<file path="src/rtl/async_timer2_defs.svh">
// register indices, field positions, reset values and encodings of the timer block
`ifndef ASYNC_TIMER2_DEFS_SVH
`define ASYNC_TIMER2_DEFS_SVH

// register indices, byte address is four times the index
`define IDX_IRQ_FLAG 8'h37
`define IDX_GENERAL_CTRL 8'h43
`define IDX_IRQ_MASK 8'h70
`define IDX_TIMER_CTRL 8'hB0
`define IDX_COUNT_VALUE 8'hB2
`define IDX_COMPARE_VALUE 8'hB3
`define IDX_ASYNC_STATUS 8'hB6

// field positions
`define BIT_OVF 0
`define BIT_CMP 1
`define BIT_CTRL_BUSY 0
`define BIT_CMP_BUSY 1
`define BIT_CNT_BUSY 2
`define BIT_AS 3
`define BIT_EXT_CLOCK_INPUT_ENABLE 4
`define BIT_PSR 1
`define BIT_TSM 7
`define BIT_FORCE 7

// reset values
`define RST_BYTE 8'h00

// waveform modes and output actions
`define WGM_NORMAL 2'h0
`define WGM_PHASE 2'h1
`define WGM_CTC 2'h2
`define WGM_FAST 2'h3
`define COM_TOGGLE 2'h1
`define COM_CLEAR 2'h2
`define COM_SET 2'h3
`define COUNT_MAX 8'hFF
`define COUNT_BOTTOM 8'h00

// axi responses
`define RESP_OKAY 2'h0
`define RESP_SLVERR 2'h2

`endif

</file>
<file path="src/rtl/async_timer2_pkg.sv">
// types of the timer block
package async_timer2_pkg;

    typedef struct packed {
        logic force_cmp;
        logic wgm0;
        logic [1:0] com;
        logic wgm1;
        logic [2:0] clock_select_field;
    } timer_ctrl_t;

    typedef struct packed {
        logic compare_irq;
        logic overflow_irq;
    } irq_pair_t;

    typedef enum logic [2:0] {
        WR_IDLE = 3'b001,
        WR_COLLECT = 3'b010,
        WR_RESP = 3'b100
    } wr_state_t;

endpackage : async_timer2_pkg

</file>
<file path="src/rtl/async_timer2.sv">
// 8-bit timer with async clock option, status handshakes and an axi4-lite slave
`timescale 1ns/1ps
`include "async_timer2_defs.svh"
module async_timer2 #(
    parameter int PRESC_W = 10
) (
    input wire logic aclk,
    input wire logic aresetn,
    input wire logic [31:0] s_axi_awaddr,
    input wire logic s_axi_awvalid,
    output logic s_axi_awready,
    input wire logic [31:0] s_axi_wdata,
    input wire logic [3:0] s_axi_wstrb,
    input wire logic s_axi_wvalid,
    output logic s_axi_wready,
    output logic [1:0] s_axi_bresp,
    output logic s_axi_bvalid,
    input wire logic s_axi_bready,
    input wire logic [31:0] s_axi_araddr,
    input wire logic s_axi_arvalid,
    output logic s_axi_arready,
    output logic [31:0] s_axi_rdata,
    output logic [1:0] s_axi_rresp,
    output logic s_axi_rvalid,
    input wire logic s_axi_rready,
    input wire logic osc_input_pin,
    input wire logic global_irq_enable,
    input wire logic compare_vector_ack,
    input wire logic overflow_vector_ack,
    output async_timer2_pkg::irq_pair_t irq_req,
    output logic waveform_output_pin,
    output logic ext_clock_input_enable,
    output logic crystal_osc_enable
);

    // ------------------------------------------------------------
    // functions
    // ------------------------------------------------------------
    function automatic logic [7:0] word_index(input logic [31:0] addr);
        word_index = addr[9:2];
    endfunction : word_index

    function automatic logic presc_tap(input logic [2:0] cs, input logic [PRESC_W-1:0] p,
                                       input logic tick);
        logic hit;
        hit = 1'b0;
        case (cs)
            3'h1: hit = 1'b1;
            3'h2: hit = &p[2:0];
            3'h3: hit = &p[4:0];
            3'h4: hit = &p[5:0];
            3'h5: hit = &p[6:0];
            3'h6: hit = &p[7:0];
            3'h7: hit = &p[9:0];
            default: hit = 1'b0;
        endcase
        presc_tap = tick & hit;
    endfunction : presc_tap

    // ------------------------------------------------------------
    // state
    // ------------------------------------------------------------
    async_timer2_pkg::wr_state_t wr_state_ff;
    logic [31:0] awaddr_ff;
    logic aw_got_ff;
    logic [31:0] wdata_ff;
    logic [3:0] wstrb_ff;
    logic w_got_ff;
    logic [1:0] bresp_ff;
    logic rvalid_ff;
    logic [31:0] rdata_ff;
    logic [1:0] rresp_ff;
    logic [7:0] count_ff;
    logic [7:0] compare_ff;
    async_timer2_pkg::timer_ctrl_t ctrl_ff;
    logic [7:0] count_tmp_ff;
    logic [7:0] compare_tmp_ff;
    async_timer2_pkg::timer_ctrl_t ctrl_tmp_ff;
    logic cnt_busy_ff;
    logic cmp_busy_ff;
    logic ctrl_busy_ff;
    logic async_sel_ff;
    logic ext_clk_ff;
    logic [1:0] mask_ff;
    logic ovf_flag_ff;
    logic cmp_flag_ff;
    logic tsm_ff;
    logic psr_ff;
    logic [PRESC_W-1:0] presc_ff;
    logic osc_prev_ff;
    logic block_ff;
    logic count_up_ff;
    logic wave_ff;

    // ------------------------------------------------------------
    // axi4-lite write channel
    // ------------------------------------------------------------
    logic wr_fire;
    logic [7:0] wr_idx;
    logic wr_hit;
    logic [7:0] wbyte;
    logic wr_en;

    assign s_axi_awready = !aw_got_ff && (wr_state_ff != async_timer2_pkg::WR_RESP);
    assign s_axi_wready = !w_got_ff && (wr_state_ff != async_timer2_pkg::WR_RESP);
    assign s_axi_bvalid = (wr_state_ff == async_timer2_pkg::WR_RESP);
    assign s_axi_bresp = bresp_ff;
    assign wr_fire = (wr_state_ff == async_timer2_pkg::WR_COLLECT) && aw_got_ff && w_got_ff;
    assign wr_idx = word_index(awaddr_ff);
    assign wbyte = wdata_ff[7:0];
    assign wr_en = wr_fire && wstrb_ff[0];
    assign wr_hit = (wr_idx == `IDX_IRQ_FLAG) || (wr_idx == `IDX_GENERAL_CTRL)
        || (wr_idx == `IDX_IRQ_MASK) || (wr_idx == `IDX_TIMER_CTRL)
        || (wr_idx == `IDX_COUNT_VALUE) || (wr_idx == `IDX_COMPARE_VALUE)
        || (wr_idx == `IDX_ASYNC_STATUS);

    always_ff @(posedge aclk) begin
        if (!aresetn) begin
            wr_state_ff <= async_timer2_pkg::WR_IDLE;
            aw_got_ff <= 1'b0;
            w_got_ff <= 1'b0;
            awaddr_ff <= 32'h0000_0000;
            wdata_ff <= 32'h0000_0000;
            wstrb_ff <= 4'h0;
            bresp_ff <= `RESP_OKAY;
        end else begin
            if (s_axi_awvalid && s_axi_awready) begin
                aw_got_ff <= 1'b1;
                awaddr_ff <= s_axi_awaddr;
            end
            if (s_axi_wvalid && s_axi_wready) begin
                w_got_ff <= 1'b1;
                wdata_ff <= s_axi_wdata;
                wstrb_ff <= s_axi_wstrb;
            end
            case (wr_state_ff)
                async_timer2_pkg::WR_IDLE: begin
                    if ((s_axi_awvalid && s_axi_awready) || (s_axi_wvalid && s_axi_wready)) begin
                        wr_state_ff <= async_timer2_pkg::WR_COLLECT;
                    end
                end
                async_timer2_pkg::WR_COLLECT: begin
                    if (wr_fire) begin
                        wr_state_ff <= async_timer2_pkg::WR_RESP;
                        aw_got_ff <= 1'b0;
                        w_got_ff <= 1'b0;
                        bresp_ff <= wr_hit ? `RESP_OKAY : `RESP_SLVERR;
                    end
                end
                async_timer2_pkg::WR_RESP: begin
                    if (s_axi_bready) begin
                        wr_state_ff <= async_timer2_pkg::WR_IDLE;
                    end
                end
                default: wr_state_ff <= async_timer2_pkg::WR_IDLE;
            endcase
        end
    end

    // ------------------------------------------------------------
    // axi4-lite read channel
    // ------------------------------------------------------------
    logic [7:0] rd_idx;

    assign s_axi_arready = !rvalid_ff;
    assign s_axi_rvalid = rvalid_ff;
    assign s_axi_rdata = rdata_ff;
    assign s_axi_rresp = rresp_ff;
    assign rd_idx = word_index(s_axi_araddr);

    always_ff @(posedge aclk) begin
        if (!aresetn) begin
            rvalid_ff <= 1'b0;
            rdata_ff <= 32'h0000_0000;
            rresp_ff <= `RESP_OKAY;
        end else if (s_axi_arvalid && s_axi_arready) begin
            rvalid_ff <= 1'b1;
            rresp_ff <= `RESP_OKAY;
            rdata_ff <= 32'h0000_0000;
            if (rd_idx == `IDX_IRQ_FLAG) begin
                rdata_ff[1:0] <= {cmp_flag_ff, ovf_flag_ff};
            end else if (rd_idx == `IDX_GENERAL_CTRL) begin
                rdata_ff[7:0] <= {tsm_ff, 5'h00, psr_ff, 1'b0};
            end else if (rd_idx == `IDX_IRQ_MASK) begin
                rdata_ff[1:0] <= mask_ff;
            end else if (rd_idx == `IDX_TIMER_CTRL) begin
                rdata_ff[7:0] <= {1'b0, ctrl_tmp_ff[6:0]};
            end else if (rd_idx == `IDX_COUNT_VALUE) begin
                rdata_ff[7:0] <= count_ff;
            end else if (rd_idx == `IDX_COMPARE_VALUE) begin
                rdata_ff[7:0] <= compare_tmp_ff;
            end else if (rd_idx == `IDX_ASYNC_STATUS) begin
                rdata_ff[4:0] <= {ext_clk_ff, async_sel_ff, cnt_busy_ff, cmp_busy_ff,
                                  ctrl_busy_ff};
            end else begin
                rresp_ff <= `RESP_SLVERR;
            end
        end else if (s_axi_rready) begin
            rvalid_ff <= 1'b0;
        end
    end

    // ------------------------------------------------------------
    // timer clock source and prescaler
    // ------------------------------------------------------------
    logic tick;
    logic count_en;
    logic psr_act;
    logic wr_ctrl;
    logic wr_cnt;
    logic wr_cmp;
    logic wr_gen;

    assign wr_ctrl = wr_en && (wr_idx == `IDX_TIMER_CTRL);
    assign wr_cnt = wr_en && (wr_idx == `IDX_COUNT_VALUE);
    assign wr_cmp = wr_en && (wr_idx == `IDX_COMPARE_VALUE);
    assign wr_gen = wr_en && (wr_idx == `IDX_GENERAL_CTRL);
    assign tick = async_sel_ff ? (osc_input_pin && !osc_prev_ff) : 1'b1;
    assign psr_act = psr_ff && tick;
    assign count_en = presc_tap(ctrl_ff.clock_select_field, presc_ff, tick);
    assign ext_clock_input_enable = ext_clk_ff && async_sel_ff;
    assign crystal_osc_enable = async_sel_ff && !ext_clk_ff;

    always_ff @(posedge aclk) begin
        if (!aresetn) begin
            osc_prev_ff <= 1'b0;
        end else begin
            osc_prev_ff <= osc_input_pin;
        end
    end

    always_ff @(posedge aclk) begin
        if (!aresetn) begin
            presc_ff <= '0;
        end else if (psr_act) begin
            presc_ff <= '0;
        end else if (tick) begin
            presc_ff <= presc_ff + 1'b1;
        end
    end

    always_ff @(posedge aclk) begin
        if (!aresetn) begin
            psr_ff <= 1'b0;
            tsm_ff <= 1'b0;
        end else begin
            if (wr_gen) begin
                tsm_ff <= wbyte[`BIT_TSM];
            end
            if (wr_gen && wbyte[`BIT_PSR]) begin
                psr_ff <= 1'b1;
            end else if (psr_act && !tsm_ff) begin
                psr_ff <= 1'b0;
            end
        end
    end

    // ------------------------------------------------------------
    // async status and temporary storage
    // ------------------------------------------------------------
    always_ff @(posedge aclk) begin
        if (!aresetn) begin
            async_sel_ff <= 1'b0;
            ext_clk_ff <= 1'b0;
            mask_ff <= 2'h0;
        end else begin
            if (wr_en && (wr_idx == `IDX_ASYNC_STATUS)) begin
                async_sel_ff <= wbyte[`BIT_AS];
                ext_clk_ff <= wbyte[`BIT_EXT_CLOCK_INPUT_ENABLE];
            end
            if (wr_en && (wr_idx == `IDX_IRQ_MASK)) begin
                mask_ff <= wbyte[1:0];
            end
        end
    end

    always_ff @(posedge aclk) begin
        if (!aresetn) begin
            count_tmp_ff <= `RST_BYTE;
            compare_tmp_ff <= `RST_BYTE;
            ctrl_tmp_ff <= '0;
            cnt_busy_ff <= 1'b0;
            cmp_busy_ff <= 1'b0;
            ctrl_busy_ff <= 1'b0;
        end else begin
            if (wr_cnt) begin
                count_tmp_ff <= wbyte;
                cnt_busy_ff <= async_sel_ff;
            end else if (tick) begin
                cnt_busy_ff <= 1'b0;
            end
            if (wr_cmp) begin
                compare_tmp_ff <= wbyte;
                cmp_busy_ff <= async_sel_ff;
            end else if (tick) begin
                cmp_busy_ff <= 1'b0;
            end
            if (wr_ctrl) begin
                ctrl_tmp_ff <= wbyte;
                ctrl_busy_ff <= async_sel_ff;
            end else if (tick) begin
                ctrl_busy_ff <= 1'b0;
            end
        end
    end

    // ------------------------------------------------------------
    // live registers and counter
    // ------------------------------------------------------------
    logic [1:0] wgm;
    logic [7:0] top;
    logic match;
    logic force_cmp;
    logic ovf_evt;
    logic at_top;

    assign wgm = {ctrl_ff.wgm1, ctrl_ff.wgm0};
    assign top = (wgm == `WGM_CTC) ? compare_ff : `COUNT_MAX;
    assign at_top = (count_ff == top);
    assign match = count_en && (count_ff == compare_ff) && !block_ff;
    assign force_cmp = wr_ctrl && !async_sel_ff && wbyte[`BIT_FORCE] && !wgm[0];
    assign ovf_evt = count_en && ((wgm == `WGM_PHASE) ?
        (!count_up_ff && (count_ff == `COUNT_BOTTOM)) : (count_ff == `COUNT_MAX));

    always_ff @(posedge aclk) begin
        if (!aresetn) begin
            compare_ff <= `RST_BYTE;
            ctrl_ff <= '0;
        end else begin
            if (wr_cmp && !async_sel_ff) begin
                compare_ff <= wbyte;
            end else if (cmp_busy_ff && tick) begin
                compare_ff <= compare_tmp_ff;
            end
            if (wr_ctrl && !async_sel_ff) begin
                ctrl_ff <= {1'b0, wbyte[6:0]};
            end else if (ctrl_busy_ff && tick) begin
                ctrl_ff <= ctrl_tmp_ff;
            end
        end
    end

    always_ff @(posedge aclk) begin
        if (!aresetn) begin
            count_ff <= `RST_BYTE;
            count_up_ff <= 1'b1;
            block_ff <= 1'b0;
        end else begin
            if ((wr_cnt && !async_sel_ff) || (cnt_busy_ff && tick)) begin
                count_ff <= async_sel_ff ? count_tmp_ff : wbyte;
                block_ff <= 1'b1;
            end else if (count_en) begin
                block_ff <= 1'b0;
                if (wgm == `WGM_PHASE) begin
                    if (count_up_ff && (count_ff == `COUNT_MAX)) begin
                        count_up_ff <= 1'b0;
                        count_ff <= count_ff - 1'b1;
                    end else if (!count_up_ff && (count_ff == `COUNT_BOTTOM)) begin
                        count_up_ff <= 1'b1;
                        count_ff <= count_ff + 1'b1;
                    end else begin
                        count_ff <= count_up_ff ? count_ff + 1'b1 : count_ff - 1'b1;
                    end
                end else begin
                    count_up_ff <= 1'b1;
                    count_ff <= at_top ? `COUNT_BOTTOM : count_ff + 1'b1;
                end
            end
        end
    end

    // ------------------------------------------------------------
    // waveform output
    // ------------------------------------------------------------
    always_ff @(posedge aclk) begin
        if (!aresetn) begin
            wave_ff <= 1'b0;
        end else if (wgm[0]) begin
            if (match && ctrl_ff.com[1] && !(compare_ff == `COUNT_MAX)) begin
                wave_ff <= ctrl_ff.com[0] ^ ((wgm == `WGM_PHASE) && !count_up_ff);
            end else if (count_en && (wgm == `WGM_FAST) && at_top && ctrl_ff.com[1]) begin
                wave_ff <= !ctrl_ff.com[0];
            end
        end else if (match || force_cmp) begin
            case (ctrl_ff.com)
                `COM_TOGGLE: wave_ff <= !wave_ff;
                `COM_CLEAR: wave_ff <= 1'b0;
                `COM_SET: wave_ff <= 1'b1;
                default: wave_ff <= wave_ff;
            endcase
        end
    end

    assign waveform_output_pin = wave_ff;

    // ------------------------------------------------------------
    // flags and interrupt requests
    // ------------------------------------------------------------
    logic clr_cmp;
    logic clr_ovf;

    assign clr_cmp = compare_vector_ack || (wr_en && (wr_idx == `IDX_IRQ_FLAG) && wbyte[`BIT_CMP]);
    assign clr_ovf = overflow_vector_ack
        || (wr_en && (wr_idx == `IDX_IRQ_FLAG) && wbyte[`BIT_OVF]);

    always_ff @(posedge aclk) begin
        if (!aresetn) begin
            cmp_flag_ff <= 1'b0;
            ovf_flag_ff <= 1'b0;
        end else begin
            cmp_flag_ff <= match || (cmp_flag_ff && !clr_cmp);
            ovf_flag_ff <= ovf_evt || (ovf_flag_ff && !clr_ovf);
        end
    end

    assign irq_req.compare_irq = cmp_flag_ff && mask_ff[`BIT_CMP] && global_irq_enable;
    assign irq_req.overflow_irq = ovf_flag_ff && mask_ff[`BIT_OVF] && global_irq_enable;

endmodule : async_timer2

</file>
<file path="config.mk">
export PLATFORM = sky130hd
export DESIGN_NAME = async_timer2
export DESIGN_NICKNAME = d
export VERILOG_FILES = /design/src/rtl/async_timer2_pkg.sv /design/src/rtl/async_timer2.sv
export VERILOG_INCLUDE_DIRS = /design/src /design/src/rtl
export SDC_FILE = /design/constraint.sdc
export NUM_CORES = 1
export LEC_CHECK = 0
export CORE_MARGIN = 5
export CORE_UTILIZATION = 55
export CTS_CLUSTER_SIZE = 14
export DETAILED_ROUTE_END_ITERATION = 10
export DONT_BUFFER_PORTS = 1
export PLACE_DENSITY = 0.7
export SKIP_CTS_REPAIR_TIMING = 1
export SLEW_MARGIN = 20
export SYNTH_ARGS = -nofsm -noshare
export SYNTH_HDL_FRONTEND = slang
export SYNTH_SLANG_ARGS = --single-unit
</file>
<file path="constraint.sdc">
create_clock -name aclk -period 5.03 [get_ports aclk]
set_input_delay 1.006 -clock aclk [delete_from_list [all_inputs] [get_ports aclk]]
set_output_delay 1.006 -clock aclk [all_outputs]
set_load 0.02 [all_outputs]
</file>
-- Yosys cells after proc, flatten, opt, wreduce, memory -nomap -nowiden
Index checks and enable logic that the tools add are counted.
- output and inout bits: 46
- logic and storage cells: 244
- input port bits: 111
- flip-flop bits (word level): 108
- bitwise logic cells: 4
- mux-type cells: 62
- reduce and logical (&&, ||, !) cells: 98
- equality and inequality tests: 40
- $add $sub $neg: 3
- operators by type and width (operator ; number):
    two-way mux 8 bit ; 14
    equality test 8 bit (second input constant) ; 10
    logical AND 1 bit ; 48
    equality test 8 x 7 -> 1 bit (second input constant) ; 4
    two-way mux 1 bit ; 25
    two-way mux 2 bit ; 10
    nonzero test 2 bit ; 9
    equality test 8 x 6 -> 1 bit (second input constant) ; 2
    equality test 8 bit ; 2
    equality test 3 bit (second input constant) ; 5
    logical NOT 1 bit ; 15
    two-way mux 7 bit ; 2
    logical OR 1 bit ; 13
    two-way mux 3 bit ; 4
    two-way mux 6 bit ; 2
    AND reduction 3 bit ; 4
    adder 10 x 1 -> 10 bit (second input constant) ; 1
    two-way mux 5 bit ; 2
    AND reduction 10 bit ; 1
    equality test 3 x 2 -> 1 bit (second input constant) ; 3
    case mux 3 bit (3 select lines) ; 1
    adder 8 x 1 -> 8 bit (second input constant) ; 1
    equality test 2 bit (second input constant) ; 4
    logical NOT 8 bit ; 1
    other kinds (19) ; 24

-- Logic depth before layout (Yosys ltp)
- depth after elaboration: 11
- gate-level depth with buffers: 11

-- Worst setup path before layout
No wires, ideal clock.
- path type: register to output
- start: register async_sel_ff
- end: output port crystal_osc_enable
- data arrival time: 1.583 ns
- path buffers: 3
- required time: 4.024 ns
- slack: 2.441 ns
- stages on the path, launching flop included: 5
- path through: dfxtp_1 > clkbuf_1 > buf_1 > clkbuf_1 > nor2b_1
- cells in the longest elaborated chain, start to end: 1
- RTL lines (element ; line ; RTL):
    from (decl) ; async_timer2.sv:82 ; logic async_sel_ff;
    from (signal assigned) ; async_timer2.sv:268 ; async_sel_ff <= wbyte[`BIT_AS];
    logical AND 1 bit ; async_timer2.sv:222 ; assign crystal_osc_enable = async_sel_ff && !ext_clk_ff;
    to (decl) ; async_timer2.sv:33 ; output logic crystal_osc_enable
Every way passes these cells.

-- Worst setup path in the final report
- start: register w_got_ff
- end: register count_ff[1]
- cells in the longest elaborated chain, start to end: 6
- elaborated cells on any way between the ends: 7
- RTL lines (element ; line ; RTL):
    from (decl) ; async_timer2.sv:68 ; logic w_got_ff;
    from (signal assigned) ; async_timer2.sv:121 ; w_got_ff <= 1'b0;
    from (signal assigned) ; async_timer2.sv:132 ; w_got_ff <= 1'b1;
    from (signal assigned) ; async_timer2.sv:146 ; w_got_ff <= 1'b0;
    logical AND 1 bit * ; async_timer2.sv:108 ; assign wr_fire = (wr_state_ff == async_timer2_pkg::WR_COLLECT) && aw_got_ff && w_got_ff;
    logical AND 1 bit * ; async_timer2.sv:111 ; assign wr_en = wr_fire && wstrb_ff[0];
    logical AND 1 bit * ; async_timer2.sv:215 ; assign wr_cnt = wr_en && (wr_idx == `IDX_COUNT_VALUE);
    logical AND 1 bit * ; async_timer2.sv:349 ; if ((wr_cnt && !async_sel_ff) || (cnt_busy_ff && tick)) begin
    logical OR 1 bit * ; async_timer2.sv:349 ;
    two-way mux 8 bit / nonzero test 2 bit (equally long branches) ; n/a ;
    to (signal assigned) ; async_timer2.sv:350 ; count_ff <= async_sel_ff ? count_tmp_ff : wbyte;
    to (signal assigned) ; async_timer2.sv:357 ; count_ff <= count_ff - 1'b1;
    to (signal assigned) ; async_timer2.sv:360 ; count_ff <= count_ff + 1'b1;
    to (decl) ; async_timer2.sv:73 ; logic [7:0] count_ff;
Every way passes the cells marked *; elsewhere a longest branch is shown, timed or not.
A chain may end at the register's enable or synchronous reset.

==> run_summary.xml <==
<?xml version="1.0" encoding="UTF-8"?>
<metrics>
  <group name="clock_tree">
    <metric name="insertion_delay" unit="ps">380</metric>
    <metric name="tritoncts" unit="">done</metric>
    <metric name="cts_buffers" unit="">9</metric>
    <metric name="clockBufferDepth" unit="">2</metric>
    <metric name="htree_levels" unit="">3</metric>
    <metric name="cts_sinks" unit="">104</metric>
    <metric name="clockRootBuffer" unit="">sky130_fd_sc_hd__clkbuf_8</metric>
    <metric name="clkTransAtPathRegs" unit="ps">100</metric>
  </group>
  <group name="worst_setup_path">
    <metric name="slowest_stage_delay_cp" unit="ps">670</metric>
    <metric name="worst-endpoint-required" unit="ps">5330</metric>
    <metric name="critPathMaxFanout" unit="">13</metric>
    <metric name="worst_setup_path_end_kind" unit="">flip-flop</metric>
    <metric name="crit_arrival" unit="ps">3060</metric>
    <metric name="critical_path_class" unit="">flip-flop to flip-flop</metric>
    <metric name="critPathSlowestCell" unit="">sky130_fd_sc_hd__o21ai_1</metric>
    <metric name="startpoint_type" unit="">flip-flop</metric>
    <metric name="critical_path.cell_chain" unit="">nand4b_1 &gt; and4bb_1 &gt; nand3_1 &gt; o21ai_1 &gt; o311ai_0 &gt; a31oi_1</metric>
    <metric name="timing.reg2reg.worst_path_depth" unit="">6</metric>
  </group>
  <group name="pwr">
    <metric name="leakagePower" unit="nW">2.227</metric>
    <metric name="power.density" unit="nW/µm²">273.9</metric>
    <metric name="total_power" unit="mW">1.586</metric>
    <metric name="worst_ir_drop_vdd" unit="V">0.0002696</metric>
  </group>
  <group name="routing">
    <metric name="drt-pass1-iter-count" unit="">5</metric>
    <metric name="dr.first_iter.drc_count" unit="">438</metric>
    <metric name="route.antenna.remaining_nets" unit="">0</metric>
    <metric name="route.detailed.drc" unit="">0</metric>
    <metric name="via_count" unit="">4787</metric>
    <metric name="routed_wire_length_per_instance" unit="µm">18.10</metric>
    <metric name="postRouteWirelength" unit="mm">14.21</metric>
    <metric name="via_per_inst" unit="">6.098</metric>
  </group>
  <group name="sta">
    <metric name="finalMaxSlewViolations" unit="">0</metric>
    <metric name="fin_setup_tns" unit="ps">0</metric>
    <metric name="period_utilization" unit="%">54.77</metric>
    <metric name="fin_worst_skew" unit="ps">11.00</metric>
    <metric name="finalHoldWorstSlack" unit="ps">481.2</metric>
    <metric name="fmax" unit="MHz">363.0</metric>
    <metric name="finalSetupViolations" unit="">0</metric>
    <metric name="report.final.hold_viol_count" unit="">0</metric>
    <metric name="relSlewSlack" unit="%">27.21</metric>
    <metric name="worst_pin_slew" unit="ps">1087</metric>
    <metric name="period_minus_slack" unit="ps">2755</metric>
    <metric name="grt_setup_unrepaired" unit="">no</metric>
  </group>
  <group name="floorplan">
    <metric name="initial_utilization" unit="%">55.44</metric>
    <metric name="die-height" unit="µm">111.3</metric>
    <metric name="design.portCount" unit="">157</metric>
    <metric name="rows" unit="">37</metric>
    <metric name="total_die_area" unit="µm²">12390</metric>
    <metric name="fp.dieW" unit="µm">111.3</metric>
    <metric name="core_area" unit="µm²">10180</metric>
  </group>
  <group name="grt">
    <metric name="pin_count_of_the_biggest_net_entering_global_routing" unit="">39</metric>
    <metric name="groute.layer.met2.usage" unit="%">36.03</metric>
    <metric name="antenna_found_initial" unit="">0</metric>
    <metric name="use_met3" unit="%">4.749</metric>
    <metric name="busiest_layer" unit="">met2</metric>
    <metric name="grt_first_pass_wirelength" unit="mm">23.45</metric>
    <metric name="grtUsageTotal" unit="%">22.91</metric>
    <metric name="vias_in_the_first_global_route" unit="">4493</metric>
    <metric name="global_route_met1_usage" unit="%">31.61</metric>
    <metric name="grt_overflow" unit="">0</metric>
  </group>
  <group name="min_path">
    <metric name="hold_class" unit="">flip-flop to flip-flop</metric>
    <metric name="hold_path_depth" unit="">2</metric>
  </group>
  <group name="status">
    <metric name="run_status" unit="">completed</metric>
  </group>
  <group name="final_layout">
    <metric name="area_delta_synth_final" unit="%">2.548</metric>
    <metric name="final_cells" unit="">785</metric>
    <metric name="nNetsFinal" unit="">761</metric>
    <metric name="fillerInstances" unit="">936</metric>
    <metric name="most_used_cells_in_the_layout_excluding_fill_and_tap_cells" unit="">sky130_fd_sc_hd__dfxtp_1 (104), sky130_fd_sc_hd__nor2_1 (87), sky130_fd_sc_hd__nand2_1 (64)</metric>
    <metric name="seqCellArea" unit="µm²">2082</metric>
    <metric name="final_layout_size_suffix_gt1_share" unit="%">5.701</metric>
    <metric name="num_antenna_cells" unit="">0</metric>
    <metric name="area_occupied_by_multi_input_gates" unit="µm²">3209</metric>
    <metric name="layout_commonest_cell" unit="">sky130_fd_sc_hd__dfxtp_1</metric>
  </group>
  <group name="yosys">
    <metric name="post_synth_instance_area" unit="µm²">5647</metric>
    <metric name="synth_async_sr_flop_share" unit="%">0</metric>
    <metric name="ys_types" unit="">76</metric>
    <metric name="synth_edf_count" unit="">0</metric>
    <metric name="synthesis.yosys.warnings" unit="">0</metric>
    <metric name="post_synth_inst_count" unit="">670</metric>
    <metric name="seq_area_frac_synth" unit="%">36.87</metric>
    <metric name="synth.avg_cell_area" unit="µm²">8.428</metric>
    <metric name="postSynthRegisterBits" unit="">104</metric>
    <metric name="synth_top_flop_cell" unit="">sky130_fd_sc_hd__dfxtp_1</metric>
  </group>
  <group name="placement">
    <metric name="portBuffers" unit="">0</metric>
    <metric name="dp.final_hpwl" unit="mm">10.34</metric>
    <metric name="gpl_wtd_cong" unit="">0.9505</metric>
    <metric name="dp_cells" unit="">769</metric>
  </group>
  <group name="flow_run">
    <metric name="drv_cap" unit="">0</metric>
  </group>
</metrics>
-- flip-flops by register name, indices dropped and copies added (netlist names), 2 cells and up --
name and flops:
wdata_ff 8, ctrl_tmp_ff 7, s_axi_rdata 8, awaddr_ff 8, count_ff 8, ctrl_ff 7, compare_ff 8, mask_ff 2
wr_state_ff 3, compare_tmp_ff 8, count_tmp_ff 8, presc_ff 10
-- synth_stat cells, types with 6 or more instances --
cell type,n,share of area (%)
sky130_fd_sc_hd__dfxtp_1,104,37
sky130_fd_sc_hd__nor2b_1,6,0.66
sky130_fd_sc_hd__a21oi_1,36,3.2
sky130_fd_sc_hd__clkbuf_1,24,1.6
sky130_fd_sc_hd__o21ai_0,17,1.5
sky130_fd_sc_hd__a31oi_1,11,1.2
sky130_fd_sc_hd__inv_1,22,1.5
sky130_fd_sc_hd__buf_4,27,3.6
sky130_fd_sc_hd__ha_1,6,1.3
sky130_fd_sc_hd__a211oi_1,12,1.6
sky130_fd_sc_hd__buf_2,11,0.97
sky130_fd_sc_hd__nand2_1,64,4.3
sky130_fd_sc_hd__o311a_1,8,1.4
sky130_fd_sc_hd__and3_1,9,1.0
sky130_fd_sc_hd__xor2_1,7,1.1
sky130_fd_sc_hd__o221ai_1,9,1.4
sky130_fd_sc_hd__nand2b_1,9,1.0
sky130_fd_sc_hd__mux2i_1,63,11
sky130_fd_sc_hd__nor2_1,87,5.8
sky130_fd_sc_hd__o21ai_1,7,0.62
sky130_fd_sc_hd__nand3_1,14,1.2
sky130_fd_sc_hd__nor3_1,13,1.2
sky130_fd_sc_hd__a22oi_1,6,0.80
sky130_fd_sc_hd__and2_1,7,0.78
sky130_fd_sc_hd__or3_1,7,0.78
-- critical path: cells and delay by family, from the launching register on --
kind            cells  cell delay (ps)
simple gates        3             1210
compound gates      3             1060
flops               1              410
-- where the power goes --
part | internal, mW | total [mW] | leakage, nW | switching, mW
logic | 0.0407 | 0.113 | 1.26 | 0.0719
clock network | 0.298 | 0.593 | 0.119 | 0.296
registers | 0.842 | 0.880 | 0.843 | 0.0379
-- cell families after synthesis --
kind of cell	after synthesis	share of synthesized area [%]
AOI/OAI and AO/OA	149	18.33
xor gates and xnor gates	12	1.861
adders and majority gates	7	1.507
buffers and inverters	87	7.955
DFF	104	36.87
muxes	63	11.17
other	1	0.06641
and+or+nand+nor	247	22.25
-- through the flow --
| step | area, µm² | worst slack [ps] | utilization [%] |
|---|---|---|---|
| global route | 5791 | 1954 | 56.86 |
| detailed placement | 5563 | 2007 | 54.62 |
| finish | 5791 | 2275 | 56.86 |
| floorplan | 5741 | 2441 | - |
| CTS | 5791 | 2304 | 56.86 |
| global placement | 5563 | 2037 | 54.62 |
-- layout make-up --
type	instances	area share, %
Clock buffer	10	2.377
Inverter	23	1.491
Timing Repair Buffer	2	0.2593
Sequential cell	104	35.96
Multi-Input combinational cell	504	55.42
Tap cell	136	2.939
Clock inverter	6	1.556
-- final timing paths --
path                                  start                         to  slack [ps]
setup / recovery        w_got_ff$_SDFF_PN0_   count_ff[1]$_SDFFE_PN0P_        2280
hold / removal    ctrl_busy_ff$_SDFFE_PN0P_  ctrl_busy_ff$_SDFFE_PN0P_         480
setup reg to reg        w_got_ff$_SDFF_PN0_   count_ff[1]$_SDFFE_PN0P_        2280
hold reg to reg   ctrl_busy_ff$_SDFFE_PN0P_  ctrl_busy_ff$_SDFFE_PN0P_         480
-- per-layer routing --
layer	wire [µm]	up-vias
met2	6467	192
met4	374	0
met5	0	-
met3	1031	26
li1	-	2307
met1	6336	2262
Note: power is estimated with default switching activity, not from simulation.
